--- config.mk ---
export PLATFORM = sky130hd
export DESIGN_NAME = tfmc_top
export DESIGN_NICKNAME = d
export VERILOG_FILES = /design/src/design/tfmc_pkg.sv /design/src/design/tfmc_rate_div.sv /design/src/design/tfmc_top.sv
export SDC_FILE = /design/constraint.sdc
export NUM_CORES = 1
export LEC_CHECK = 0
export BUFFER_PORTS_ARGS = -buffer_cell sky130_fd_sc_hd__buf_4
export CAP_MARGIN = 25
export CORE_UTILIZATION = 59
export CTS_CLUSTER_SIZE = 25
export DETAILED_ROUTE_END_ITERATION = 8
export PLACE_DENSITY = 0.92
export SLEW_MARGIN = 20
export SYNTH_ARGS = -nofsm -noshare
export SYNTH_HDL_FRONTEND = slang
export SYNTH_SLANG_ARGS = --single-unit
--- constraint.sdc ---
create_clock -name sys_clk_i -period 3.8 [get_ports sys_clk_i]
set_input_delay 1.14 -clock sys_clk_i [delete_from_list [all_inputs] [get_ports sys_clk_i]]
set_output_delay 1.14 -clock sys_clk_i [all_outputs]
set_load 0.01 [all_outputs]
--- src/design/tfmc_pkg.sv ---
// Package with register map, field layout and shared types for the filter mode control block
package tfmc_pkg;

  // ***************************************************************
  // Register map and field positions
  // ***************************************************************
  localparam logic [3:0] TFMC_ADDR_FILTER_MODE = 4'h5;
  localparam logic [3:0] TFMC_ADDR_STATUS      = 4'h9;
  localparam logic [7:0] TFMC_FILTER_MODE_RST  = 8'h00;
  localparam int         TFMC_DEC_LSB          = 0;
  localparam int         TFMC_REAL_BIT         = 4;
  localparam int         TFMC_OFFSET_BIT       = 5;
  localparam int         TFMC_FLIP_BIT         = 6;
  localparam int         TFMC_RAMP_BIT         = 7;

  // ***************************************************************
  // Sample widths and ramp limits
  // ***************************************************************
  localparam int          TFMC_SAMPLE_W  = 12;
  localparam logic [11:0] TFMC_RAMP_MIN  = 12'h800;
  localparam logic [11:0] TFMC_RAMP_MAX  = 12'h7FF;
  localparam logic [6:0]  TFMC_DIV_MAX   = 7'h40;

  // Decoded mode of the filter mode register
  typedef struct packed {
    logic       ramp_sel;
    logic       flip;
    logic       offset;
    logic       real_out;
    logic [2:0] rate_divide_select;
  } tfmc_mode_t;

  // Register bus request
  typedef struct packed {
    logic [3:0] addr;
    logic [7:0] wdata;
    logic       wr;
    logic       rd;
  } tfmc_bus_req_t;

  // Output-side spectral controls handed to the datapath
  typedef struct packed {
    logic [6:0] divide;      // Output rate is input rate over this
    logic       real_out;
    logic       offset_en;
    logic       invert_zero;
    logic       invert_quarter;
  } tfmc_ctrl_t;

endpackage

--- src/design/tfmc_rate_div.sv ---
// Output sample-rate divider producing a one-cycle output strobe
`timescale 1ns/1ps
`default_nettype none
module tfmc_rate_div
  import tfmc_pkg::*;
(
  // Clock and reset
  input  wire logic       clk_i,
  input  wire logic       rst_b_i,
  // Control
  input  wire logic [6:0] divide_i,
  // Strobe
  output logic            out_stb_o
);

  typedef struct packed {
    logic [6:0] cnt;
  } tfmc_div_state_t;

  tfmc_div_state_t state_q;
  tfmc_div_state_t state_d;

  // Count up to divide-1 and wrap; a count left past a smaller divide wraps at once
  always_comb begin
    state_d = state_q;
    if (state_q.cnt >= divide_i - 7'h01) begin
      state_d.cnt = 7'h00;
    end else begin
      state_d.cnt = state_q.cnt + 7'h01;
    end
  end

  assign out_stb_o = (state_q.cnt == 7'h00);

  // State register
  always_ff @(posedge clk_i or negedge rst_b_i) begin
    if (!rst_b_i) begin
      state_q <= '0;
    end else begin
      state_q <= state_d;
    end
  end

endmodule
`default_nettype wire

--- src/design/tfmc_top.sv ---
// Filter mode control: mode register, rate select, spectral controls and test ramp
// Notes on behaviour
// - Bits 0-2 select output rate divide
// - Complex: 0,1 full; 2-7 /2../64. Real: 2-7 /1../32
// - Bit 4 selects real output samples
// - Bit 5 offsets complex spectrum to Fo/2
// - Complex mode: bit 6 high inverts about zero
// - Real mode: bit 6 low inverts about Fo/4
// - Bit 7 feeds internal ramp, -2048 to 2047
// - Control bits active high, except real flip
//
// Chosen here: the plain strobed port.
`timescale 1ns/1ps
`default_nettype none
module tfmc_top
  import tfmc_pkg::*;
#(
  parameter int SAMPLE_W = TFMC_SAMPLE_W
)(
  // Clock and reset
  input  wire logic                sys_clk_i,
  input  wire logic                rst_b_i,
  // Register port
  input  wire logic [3:0]          reg_addr_i,
  input  wire logic [7:0]          reg_wdata_i,
  input  wire logic                reg_wr_i,
  input  wire logic                reg_rd_i,
  output logic      [7:0]          reg_rdata_o,
  // Sample input
  input  wire logic [SAMPLE_W-1:0] sample_i,
  // Datapath feed and controls
  output logic      [SAMPLE_W-1:0] dp_sample_o,
  output logic                     out_stb_o,
  output tfmc_ctrl_t               ctrl_o
);

  // ***************************************************************
  // Elaboration checks
  // ***************************************************************
  // The ramp limits are 12-bit codes, so the sample path must match them
  if (SAMPLE_W != TFMC_SAMPLE_W) begin : g_bad_width
    $error("Ramp range needs a 12-bit sample path");
  end
  // The wrap from top to bottom code must be the counter's own carry
  if (TFMC_RAMP_MAX + 12'h001 != TFMC_RAMP_MIN) begin : g_bad_ramp
    $error("Ramp limits are not one step apart");
  end
  // Readback places the seven stored bits around the unused bit 3
  if ($bits(tfmc_mode_t) != 7) begin : g_bad_mode
    $error("Mode record must hold seven bits");
  end

  // ***************************************************************
  // Reset release
  // ***************************************************************
  logic [1:0] rst_sync_q;
  logic       rst_b;

  // Asynchronous assert, two-flop release
  always_ff @(posedge sys_clk_i or negedge rst_b_i) begin
    if (!rst_b_i) begin
      rst_sync_q <= 2'h0;
    end else begin
      rst_sync_q <= {rst_sync_q[0], 1'b1};
    end
  end
  assign rst_b = rst_sync_q[1];

  // ***************************************************************
  // State
  // ***************************************************************
  typedef struct packed {
    tfmc_mode_t          mode;
    logic [7:0]          rdata;
    logic [SAMPLE_W-1:0] ramp;
    logic [SAMPLE_W-1:0] dp_sample;
    tfmc_ctrl_t          ctrl;
  } tfmc_state_t;

  // Registered state and its next value
  tfmc_state_t   state_q;
  tfmc_state_t   state_d;
  // Bus request bundle and the divider's strobe
  tfmc_bus_req_t req;
  logic          div_stb;

  assign req = '{addr: reg_addr_i, wdata: reg_wdata_i, wr: reg_wr_i, rd: reg_rd_i};

  // ***************************************************************
  // Register decode
  // ***************************************************************
  logic       mode_wr_hit;
  tfmc_mode_t mode_wr;
  logic [7:0] mode_rdback;

  // Writes to any other address fall through untouched
  assign mode_wr_hit = req.wr && (req.addr == TFMC_ADDR_FILTER_MODE);

  // Field split of a host write; bit 3 has no storage behind it
  assign mode_wr = '{
    ramp_sel:           req.wdata[TFMC_RAMP_BIT],
    flip:               req.wdata[TFMC_FLIP_BIT],
    offset:             req.wdata[TFMC_OFFSET_BIT],
    real_out:           req.wdata[TFMC_REAL_BIT],
    rate_divide_select: req.wdata[TFMC_DEC_LSB +: 3]
  };

  // Readback image of the stored mode; the unused bit reads zero
  assign mode_rdback = {state_q.mode.ramp_sel, state_q.mode.flip, state_q.mode.offset,
                        state_q.mode.real_out, 1'b0, state_q.mode.rate_divide_select};

  // ***************************************************************
  // Test ramp and input select
  // ***************************************************************
  logic [SAMPLE_W-1:0] ramp_next;
  logic [SAMPLE_W-1:0] src_sample;

  // The ramp runs even while unselected, so turning it on lands mid-sweep
  assign ramp_next  = (state_q.ramp == TFMC_RAMP_MAX) ? TFMC_RAMP_MIN : state_q.ramp + 12'h001;
  assign src_sample = state_q.mode.ramp_sel ? state_q.ramp : sample_i;

  // Divide for a given select and output type; always a power of two,
  // so the strobe count over 64 cycles is exact
  function automatic logic [6:0] rate_divide(input logic [2:0] sel, input logic real_out);
    logic [6:0] d;
    d = 7'h01;
    // Real codes 0 and 1 have no listed rate and fall back to the input rate
    if (real_out) begin
      if (sel >= 3'h2) begin
        d = 7'h01 << (sel - 3'h2);
      end
    end else if (sel >= 3'h2) begin
      d = 7'h01 << (sel - 3'h1);
    end
    return d;
  endfunction

  // Spectral controls for one mode; the flip bit reads inverted in real mode,
  // and the offset bit only has meaning for complex output
  function automatic tfmc_ctrl_t spectral_ctrl(input tfmc_mode_t m);
    tfmc_ctrl_t c;
    c                = '0;
    c.divide         = rate_divide(m.rate_divide_select, m.real_out);
    c.real_out       = m.real_out;
    c.offset_en      = !m.real_out && m.offset;
    c.invert_zero    = !m.real_out && m.flip;
    c.invert_quarter = m.real_out && !m.flip;
    return c;
  endfunction

  // ***************************************************************
  // Next-state logic
  // ***************************************************************
  always_comb begin
    state_d       = state_q;
    state_d.rdata = 8'h00;

    // Register write; the whole mode changes at once so no half-set mode is seen
    if (mode_wr_hit) begin
      state_d.mode = mode_wr;
    end

    // Read data for the cycle after the strobe; unmapped reads give zero
    if (req.rd) begin
      case (req.addr)
        TFMC_ADDR_FILTER_MODE: begin
          state_d.rdata = mode_rdback;
        end
        TFMC_ADDR_STATUS: begin
          state_d.rdata = {1'b0, state_q.ctrl.divide};
        end
        default: begin
          state_d.rdata = 8'h00;
        end
      endcase
    end

    // Ramp step and input select; registered so the datapath sees a clean sample
    // The select follows the stored mode, so it lands two cycles after the write
    state_d.ramp      = ramp_next;
    state_d.dp_sample = src_sample;

    // Spectral controls decoded from the stored mode; held until the next write
    state_d.ctrl = spectral_ctrl(state_q.mode);
  end

  // ***************************************************************
  // State register
  // ***************************************************************
  always_ff @(posedge sys_clk_i or negedge rst_b) begin
    if (!rst_b) begin
      state_q             <= '0;
      state_q.mode        <= {TFMC_FILTER_MODE_RST[7:4], TFMC_FILTER_MODE_RST[2:0]};
      state_q.ramp        <= TFMC_RAMP_MIN;
      state_q.ctrl.divide <= 7'h01;
    end else begin
      state_q <= state_d;
    end
  end

  // ***************************************************************
  // Output rate strobe
  // ***************************************************************
  tfmc_rate_div u_rate_div (
    .clk_i     (sys_clk_i),
    .rst_b_i   (rst_b),
    .divide_i  (state_q.ctrl.divide),
    .out_stb_o (div_stb)
  );

  // ***************************************************************
  // Outputs
  // ***************************************************************
  // Data outputs come straight from state flops; the strobe from the divider count
  assign out_stb_o   = div_stb;
  assign reg_rdata_o = state_q.rdata;
  assign dp_sample_o = state_q.dp_sample;
  assign ctrl_o      = state_q.ctrl;

endmodule
`default_nettype wire

==> results.py, run 1 <==
metrics = {
    "grt": {
        "first_global_vias": 1896,
        "grt_overflow": 0,
        "grt_max_degree": 58,
        "antenna_found_initial": 0,
        "grt_pass1_wl_um": 8240,
        "grt_use_total_pct": 21.3,
    },
    "layout": {
        "multi_input_area_mm2": 0.00115,
        "area_delta_synth_final_pct": 15.1,
        "fillers": 344,
        "num-nets-final": 328,
        "antenna_cells": 0,
        "final_layout_size_suffix_gt1_share_pct": 35.4,
        "seq_area_mm2": 0.00148,
    },
    "placement": {
        "post-dp-hpwl_um": 3590,
        "routabilityCongestion": 0.774,
        "pre_cts_slack_ns": 1.33,
        "port_buffers": 58,
    },
    "power": {
        "pwr-share-comb_pct": 29.8,
        "ir_worst_vdd_mv": 0.298,
        "internal-power_mw": 1.26,
        "p_switching_mw": 0.597,
        "power_frac_clock_pct": 25.2,
        "seq_power_share_pct": 45.0,
        "power_density_mw_per_mm2": 558,
        "swShare_pct": 32.1,
        "p_leak_nw": 1.59,
    },
    "synthesis": {
        "synth_area_per_cell_um2": 11.5,
        "yosys_most_used_dff": "dfrtp_1",
        "synth-edff-count": 0,
        "async_reset_ff_share_pct": 100,
        "yosysWarnings": 0,
        "synth-seq-cells": 59,
        "syn_inst": 252,
        "syn-num-nets": 293,
        "synth_top_area_share_pct": 49.2,
        "synth_commonest_cells": "dfrtp_1 (57), buf_4 (31), nor2_1 (23)",
        "synth_area_leaders": "dfrtp_1 (49%), buf_4 (8.0%), mux2_2 (7.4%)",
        "yosysUniqueCellTypes": 41,
        "yosysMostFrequentCell": "dfrtp_1",
        "synth_area_leader_cell": "dfrtp_1",
        "syn_area_mm2": 0.00290,
        "seq_area_frac_synth_pct": 51.0,
    },
    "clock_network": {
        "insertion_delay_ns": 0.32,
        "cts_inserted_buffers": 9,
        "root_buffer": "clkbuf_8",
        "path_clk_slew_ns": 0.06,
        "h-tree-depth": 3,
        "clock_path_buffers": 2,
        "cts_tree": "yes",
        "clock-sinks": 59,
        "hold_buffers": 0,
        "ctsResizeCount": 0,
        "cts_setup_buffers": 0,
    },
    "floorplanning": {
        "core-area_mm2": 0.00472,
        "initial_core_util_pct": 61.4,
        "die_x_um": 72.1,
        "num_io_pins": 60,
        "die_height_um": 72.1,
        "core.rowCount": 25,
        "dieArea_mm2": 0.00520,
    },
    "worst_hold_path": {
        "min_from": "rst_sync_q[0]",
        "holdPathEnd": "rst_sync_q[1]",
        "hold_path_class": "reg2reg",
        "whs_path_depth": 0,
    },
    "route": {
        "ant_nets": 0,
        "wl_per_cell_um": 14.1,
        "dr_total_vias": 1877,
        "drtIter0Drc": 41,
        "via_per_inst": 5.24,
        "route.detailed.drc": 0,
        "first_pass_iters": 5,
        "wirelength_um": 5040,
    },
    "critical_path": {
        "r2r_slack_ns": 1.51,
        "worstSetupPathType": "reg2out",
        "cp-start-kind": "flop",
        "worstRegToRegCells": 9,
        "cp-end-kind": "output pin",
        "reg2reg_from": "ctrl_o[4]",
        "crit_arrival_ns": 1.68,
        "worstPathMaxFanout": 4,
        "critPathRequiredTime_ns": 2.66,
        "reg2reg_to": "u_rate_div.state_q[6]",
    },
    "sta": {
        "hold_viol_final": 0,
        "fmax_mhz": 355,
        "rsz0062_at_grt": "false",
        "tightest_slew_ns": 0.689,
        "max_slew_margin_pct": 54.1,
        "skew_ns": 0.00492,
        "fin_setup_tns_ns": 0,
        "finalCritPeriodShare_pct": 74.2,
        "slew_violations": 0,
        "fin_ws_ns": 0.981,
        "finalCriticalPeriod_ns": 2.82,
        "setup-violations-final": 0,
    },
    "run_status": {
        "status": "completed",
    },
    "run": {
        "drv_cap": 0,
    },
}
[cell type report]
class	instances	share of cell area, %
Inverter	6	0.675
Clock buffer	12	4.35
Timing Repair Buffer	59	13.3
Multi-Input combinational cell	152	34.4
Sequential cell	59	44.4
Tap cell	67	2.51
Clock inverter	3	0.450
[layout by cell type (no fill, tap or decap), types with 2 or more instances in the layout]
master / synthesis / layout
buf_4: 31 / 59
clkinv_2: 0 / 3
xnor2_1: 12 / 12
xor2_1: 6 / 6
mux2_2: 19 / 19
nor2_1: 23 / 23
o31ai_1: 2 / 2
inv_1: 6 / 6
nor2b_1: 7 / 7
nand4_1: 2 / 2
nand3_1: 7 / 7
ha_1: 13 / 13
a21oi_1: 7 / 7
nand2b_1: 2 / 2
o21ai_0: 2 / 2
nor3_1: 5 / 5
nor3b_2: 2 / 2
clkbuf_8: 0 / 10
dfrtp_1: 57 / 56
dfstp_2: 2 / 2
nand2_1: 15 / 15
clkbuf_1: 1 / 2
nor3b_1: 3 / 3
and2_1: 2 / 2
a22o_1: 6 / 6
[state kept, by name, summed over array words and instances (netlist names)]
name,flops
dp_sample_o,12
state_q,12
ctrl_o,11
reg_rdata_o,8
mode_rdback,7
u_rate_div.state_q,7
rst_sync_q,2
[critical path, cell delays in order, from the launching register on]
cell     delay [ns]
dfrtp_1        0.41
inv_1          0.09
ha_1           0.14
or4b_1         0.43
nor3_1         0.14
buf_4          0.15
[power by group through the flow]
stage	clock network, mW	registers [mW]	logic (mW)
after floorplan	0	0.804	0.465
after global placement	0	0.842	0.522
after detailed placement	0	0.848	0.556
after CTS	0.480	0.837	0.559
after global routing	0.508	0.852	0.627
final	0.469	0.836	0.555
[how the worst max path moves through the flow]
stage	start	endpoint	slack (ns)	cells after the start
floorplan	u_rate_div.state_q[0]	out_stb_o	1.39	4
global placement	u_rate_div.state_q[0]	out_stb_o	1.35	5
detailed placement	u_rate_div.state_q[0]	out_stb_o	1.33	5
CTS	u_rate_div.state_q[0]	out_stb_o	0.97	5
global route	u_rate_div.state_q[0]	out_stb_o	0.88	5
finish	u_rate_div.state_q[0]	out_stb_o	0.98	5
[kinds of logic (layout without fill, tap and decap cells)]
logic type | after synthesis | in the layout | share of synthesized area [%]
adders and majority gates | 13 | 13 | 5.61
xor gates and xnor gates | 18 | 18 | 5.44
AOI/OAI and AO/OA | 23 | 23 | 5.57
DFF | 59 | 59 | 51.0
muxes | 19 | 19 | 7.38
and+or+nand+nor | 78 | 78 | 15.4
other | 1 | 1 | 0.129
buffers and inverters | 41 | 80 | 9.45
[per-layer routing]
metal / routed length, µm / share of wire, % / GRT usage (%) / up-vias
li1: - / - / - / 891
met5: 0 / 0 / 0 / -
met1: 2010 / 40 / 22.5 / 918
met2: 2690 / 53 / 37.6 / 59
met3: 250 / 5.0 / 7.08 / 9
met4: 93 / 1.8 / 11.1 / 0
[metrics by stage]
step / util (%) / power, mW / cell area, µm² / hold WS (ns) / instances
3_3_place_gp: 67.2 / 1.36 / 3180 / 0.336 / 343
2_1_floorplan: - / 1.27 / 2900 / 0.331 / 252
3_5_place_dp: 67.2 / 1.40 / 3180 / 0.346 / 343
6_report: 70.6 / 1.86 / 3340 / 0.359 / 358
4_1_cts: 70.6 / 1.88 / 3340 / 0.361 / 358
5_1_grt: 70.6 / 1.99 / 3340 / 0.365 / 358
No activity file was read; power rests on OpenSTA's default activity.
==> inputs of run 2 (changes only) <==
--- a/config.mk
+++ b/config.mk
@@ -5,12 +5,13 @@
 export SDC_FILE = /design/constraint.sdc
 export NUM_CORES = 1
 export LEC_CHECK = 0
+export ABC_AREA = 1
 export BUFFER_PORTS_ARGS = -buffer_cell sky130_fd_sc_hd__buf_4
 export CAP_MARGIN = 25
-export CORE_UTILIZATION = 59
+export CORE_UTILIZATION = 55
 export CTS_CLUSTER_SIZE = 25
 export DETAILED_ROUTE_END_ITERATION = 8
-export PLACE_DENSITY = 0.92
+export PLACE_DENSITY = 0.87
 export SLEW_MARGIN = 20
 export SYNTH_ARGS = -nofsm -noshare
 export SYNTH_HDL_FRONTEND = slang
==> constraint.sdc (replaced) <==
create_clock -name sys_clk_i -period 2.7 [get_ports sys_clk_i]
set_input_delay 0.81 -clock sys_clk_i [delete_from_list [all_inputs] [get_ports sys_clk_i]]
set_output_delay 0.81 -clock sys_clk_i [all_outputs]
set_load 0.01 [all_outputs]
==> run 2 against run 1 <==
Compared with the run above:
- sequential power up 35%
- critical path depth up 5
- count of clock-buffer cells in the layout unchanged
- cell count up 29%
- critical path type is now reg2reg
==> results.py, run 2 <==
metrics = {
    "run_status": {
        "status": "completed",
    },
    "clock_network": {
        "hold_buffers": 0,
        "root_buffer": "clkbuf_8",
        "insertion_delay_ns": 0.32,
        "cts_inserted_buffers": 9,
        "path_clk_slew_ns": 0.07,
        "h-tree-depth": 3,
        "cts_tree": "yes",
        "clock_path_buffers": 2,
        "cts_setup_buffers": 0,
        "clock-sinks": 59,
        "ctsResizeCount": 0,
    },
    "sta": {
        "max_slew_margin_pct": 61.4,
        "hold_viol_final": 0,
        "fin_setup_tns_ns": 0,
        "setup-violations-final": 0,
        "skew_ns": 0.00922,
        "slew_violations": 0,
        "finalCriticalPeriod_ns": 2.19,
        "finalCritPeriodShare_pct": 81.0,
        "tightest_slew_ns": 0.578,
        "rsz0062_at_grt": "false",
        "fmax_mhz": 457,
    },
    "synthesis": {
        "synth_area_per_cell_um2": 8.53,
        "yosysWarnings": 0,
        "syn_inst": 354,
        "synth_commonest_cells": "nand2_1 (72), dfrtp_1 (57), inv_1 (45)",
        "yosys_most_used_dff": "dfrtp_1",
        "syn_area_mm2": 0.00302,
        "async_reset_ff_share_pct": 100,
        "synth-seq-cells": 59,
        "synth-edff-count": 0,
        "yosysMostFrequentCell": "nand2_1",
        "synth_area_leader_cell": "dfrtp_1",
        "synth_area_leaders": "dfrtp_1 (47%), nand2_1 (9.0%), buf_4 (7.7%)",
        "syn-num-nets": 395,
        "seq_area_frac_synth_pct": 49.0,
        "synth_top_area_share_pct": 47.2,
        "yosysUniqueCellTypes": 26,
    },
    "layout": {
        "antenna_cells": 0,
        "final_layout_size_suffix_gt1_share_pct": 21.9,
        "final_common_cell": "nand2_1",
        "num-nets-final": 429,
        "post-route-util_pct": 68.0,
        "fin_area_mm2": 0.00354,
        "layout_common_cells": "nand2_1 (72), buf_4 (58), dfrtp_1 (56)",
        "area_delta_synth_final_pct": 17.2,
    },
    "critical_path": {
        "worstPathMaxFanout": 7,
        "worstSetupPathType": "reg2reg",
        "crit_arrival_ns": 2.43,
        "cp-end-kind": "flop",
        "cp-start-kind": "flop",
        "critPathRequiredTime_ns": 2.94,
    },
    "floorplanning": {
        "dieArea_mm2": 0.00579,
        "die_x_um": 76.1,
        "core-area_mm2": 0.00520,
        "num_io_pins": 60,
        "die_height_um": 76.1,
        "core.rowCount": 26,
        "initial_core_util_pct": 58.0,
    },
    "power": {
        "power_density_mw_per_mm2": 793,
        "p_leak_nw": 1.86,
        "total_power_mw": 2.81,
        "ir_worst_vdd_mv": 0.481,
    },
    "grt": {
        "first_global_vias": 2332,
        "grt_max_degree": 58,
        "grt_use_total_pct": 22.0,
        "grt_pass1_wl_um": 9960,
        "antenna_found_initial": 0,
        "grt_overflow": 0,
    },
    "placement": {
        "post-dp-hpwl_um": 4270,
        "routabilityCongestion": 0.958,
        "dpl-instance-area_mm2": 0.00331,
        "port_buffers": 58,
    },
    "route": {
        "ant_nets": 0,
        "dr_total_vias": 2295,
        "first_pass_iters": 4,
        "wl_per_cell_um": 12.7,
        "route.detailed.drc": 0,
        "via_per_inst": 4.96,
        "drtIter0Drc": 167,
        "wirelength_um": 5890,
    },
    "run": {
        "drv_cap": 0,
    },
    "worst_hold_path": {
        "hold_path_class": "in2async",
    },
}
run 2: layout make-up:
class / instances / area (µm²)
fillers: 427 / 1670
flip-flops and latches: 59 / 1480
multi-input cells: 213 / 1110
repair buffers: 59 / 455
inverters: 46 / 173
clock buffers: 12 / 155
well taps: 70 / 87.6
clock inverters: 4 / 72.6
run 2: per-stage QoR:
stage	std cells	hold WS, ns	setup WS [ns]
2_1_floorplan	354	0.331	0.806
3_3_place_gp	447	0.269	0.608
3_5_place_dp	447	0.274	0.519
4_1_cts	463	0.236	0.498
5_1_grt	463	0.231	0.316
6_report	463	0.256	0.513
run 2: worst max-delay path: stages, from the launching register on:
cell and delay, ns:
dfstp_2 0.56, inv_1 0.08, ha_1 0.25, nand4_1 0.12
xor2_1 0.17, ha_1 0.26, nand2_1 0.09, inv_1 0.05
a21oi_1 0.13, nand3_1 0.23, nor2_1 0.18
run 2: report_power, final:
group / total, mW / internal (mW) / switching, mW / leakage, nW
Combinational: 0.777 / 0.328 / 0.449 / 0.987
Clock: 0.900 / 0.569 / 0.332 / 0.113
Sequential: 1.13 / 1.01 / 0.120 / 0.756
Total: 2.81 / 1.91 / 0.900 / 1.86
run 2: path summary, 6_finish.rpt:
path                          startpoint                    end  slack, ns  depth (start not counted)
max reg2reg                    ctrl_o[4]  u_rate_div.state_q[6]       0.51                         10
max in group asynchronous  rst_sync_q[1]            state_q[34]       2.15                          1
min reg2reg                rst_sync_q[1]         mode_rdback[1]       0.26                          1
max                            ctrl_o[4]  u_rate_div.state_q[6]       0.51                         10
min                              rst_b_i          rst_sync_q[1]       0.26                          1
min in group sys_clk_i     rst_sync_q[0]          rst_sync_q[1]       0.36                          0
run 2: layer usage:
| layer | GRT usage [%] | wire [µm] |
|---|---|---|
| met3 | 7.07 | 317 |
| met5 | 0 | 0 |
| met2 | 39.7 | 3130 |
| met1 | 24.5 | 2390 |
| met4 | 7.31 | 59 |
run 2: logic make-up after synthesis:
group	after synthesis	synth area share [%]
compound gates	29	5.68
xor+xnor	11	3.19
fa+ha+maj	13	5.39
buf+inv	82	14.1
flops	59	49.0
other cells	1	0.124
simple gates	159	22.5
==> inputs of run 3 (changes only) <==
==> constraint.sdc (replaced) <==
create_clock -name sys_clk_i -period 2.2 [get_ports sys_clk_i]
set_input_delay 0.66 -clock sys_clk_i [delete_from_list [all_inputs] [get_ports sys_clk_i]]
set_output_delay 0.66 -clock sys_clk_i [all_outputs]
set_load 0.01 [all_outputs]
==> run 3 against run 2 <==
Compared with the run above:
- combinational power up 30%
- utilization is 0.43 points higher
- count of clock-buffer cells in the layout did not move
- sequential power rose by 23%
- cell count grew 0.22%
- register-to-register slack got worse by 0.44 ns
- clock power is 19% higher
- non-clock buffer count grew 1
- total power increased by 24%
==> results.py, run 3 (synthesis gave the netlist of run 2 again) <==
metrics = {
    "power": {
        "power_density_mw_per_mm2": 976,
        "ir_worst_vdd_mv": 0.577,
        "p_leak_nw": 1.87,
    },
    "layout": {
        "final_layout_size_suffix_gt1_share_pct": 23.1,
        "final_common_cell": "nand2_1",
        "post-route-util_pct": 68.4,
        "num-nets-final": 430,
        "area_delta_synth_final_pct": 17.9,
        "layout_common_cells": "nand2_1 (72), buf_4 (59), dfrtp_1 (56)",
        "fin_area_mm2": 0.00356,
        "antenna_cells": 0,
    },
    "critical_path": {
        "cp_cell_sequence": "inv_1 -> ha_1 -> nand4_1 -> xor2_1 -> ha_1 -> nand2_1 -> nor2_1 -> nand3_1 -> nand3_4 -> nor2_1",
        "reg2reg_to": "u_rate_div.state_q[2]",
        "worstPathMaxFanout": 7,
        "cp-end-kind": "flop",
        "r2r_slack_ns": 0.07,
        "worstRegToRegCells": 10,
        "cp-start-kind": "flop",
        "critPathRequiredTime_ns": 2.41,
        "max_stage_delay_ns": 0.55,
        "crit_slowest_cell": "dfstp_2",
        "worstSetupPathType": "reg2reg",
        "reg2reg_from": "ctrl_o[4]",
        "crit_arrival_ns": 2.34,
    },
    "clock_network": {
        "insertion_delay_ns": 0.33,
        "h-tree-depth": 3,
        "path_clk_slew_ns": 0.07,
        "clock_path_buffers": 2,
        "root_buffer": "clkbuf_8",
        "hold_buffers": 0,
        "clock-sinks": 59,
        "cts_inserted_buffers": 9,
        "cts_tree": "yes",
    },
    "sta": {
        "fmax_mhz": 470,
        "hold_viol_final": 0,
        "finalCriticalPeriod_ns": 2.13,
        "fin_ws_ns": 0.0741,
        "fin_setup_tns_ns": 0,
        "finalCritPeriodShare_pct": 96.6,
        "max_slew_margin_pct": 60.9,
        "holdWs_ns": 0.0992,
        "setup-violations-final": 0,
        "tightest_slew_ns": 0.587,
        "skew_ns": 0.00770,
        "slew_violations": 0,
    },
    "grt": {
        "grt_pass1_wl_um": 10100,
        "grt_use_total_pct": 22.3,
        "first_global_vias": 2336,
        "grt_max_degree": 32,
        "antenna_found_initial": 0,
        "grt_overflow": 0,
    },
    "run": {
        "drv_cap": 0,
    },
    "worst_hold_path": {
        "hold_path_class": "in2async",
    },
    "route": {
        "ant_nets": 0,
        "route.detailed.drc": 0,
        "wl_per_cell_um": 12.7,
        "first_pass_iters": 4,
        "wirelength_um": 5870,
        "via_per_inst": 5.06,
        "dr_total_vias": 2346,
        "drtIter0Drc": 195,
    },
    "floorplanning": {
        "dieArea_mm2": 0.00579,
        "die_x_um": 76.1,
        "num_io_pins": 60,
        "core-area_mm2": 0.00520,
        "die_height_um": 76.1,
        "core.rowCount": 26,
        "initial_core_util_pct": 58.0,
    },
    "placement": {
        "port_buffers": 58,
        "routabilityCongestion": 0.962,
        "dpl-instance-area_mm2": 0.00331,
        "pre_cts_slack_ns": 0.0483,
        "post-dp-hpwl_um": 4230,
    },
    "run_status": {
        "status": "completed",
    },
}
run 3: cell types whose count changed in the layout (fill, tap and decap cells not counted), sizes merged:
| cell | change |
|---|---|
| buf | +1 |
| clkinv | +1 |
| clkinvlp | -1 |
run 3: timing repair:
action,in CTS,in global routing
hold endpoints to repair,0,0
resized for setup,0,6
endpoints found under the setup margin,0,7
setup buffers,0,1
run 3: report_power, final:
part / switching, mW / leakage (nW) / internal, mW
clock: 0.404 / 0.111 / 0.670
combinational: 0.579 / 1.00 / 0.432
sequential: 0.152 / 0.756 / 1.24
run 3: worst max path at each step:
stage,startpoint,end,slack (ns),cells after the start
final,ctrl_o[4],u_rate_div.state_q[2],0.07,10
after global routing,ctrl_o[4],u_rate_div.state_q[2],-0.07,10
after CTS,ctrl_o[4],u_rate_div.state_q[3],0.04,10
after detailed placement,ctrl_o[4],u_rate_div.state_q[1],0.05,10
after global placement,ctrl_o[4],u_rate_div.state_q[0],0.12,10
after floorplan,ctrl_o[4],u_rate_div.state_q[0],0.31,10
run 3: critical path, delay by kind of cell (launching register included):
family	cells	cell delay, ns
simple gates	6	0.75
buf+inv	1	0.07
fa+ha+maj	2	0.55
xor+xnor	1	0.07
flops	1	0.55
run 3: through the flow:
stage / cells / total power [mW]
global placement: 447 / 2.28
CTS: 463 / 3.43
floorplan: 354 / 2.10
global route: 464 / 3.71
finish: 464 / 3.48
detailed placement: 447 / 2.34
run 3: routing by layer:
metal,part of all wire [%],routed length (µm),GRT usage [%]
met5,0,0,0
met4,1.9,112,10.4
met3,4.9,288,5.87
met2,51,2990,37.6
met1,42,2490,26.7
run 3: layout make-up:
class,instances,area (µm²)
Tap cell,70,87.6
Clock inverter,4,73.8
Timing Repair Buffer,60,463
Sequential cell,59,1480
Multi-Input combinational cell,213,1140
Fill cell,407,1640
Clock buffer,12,145
Inverter,46,173
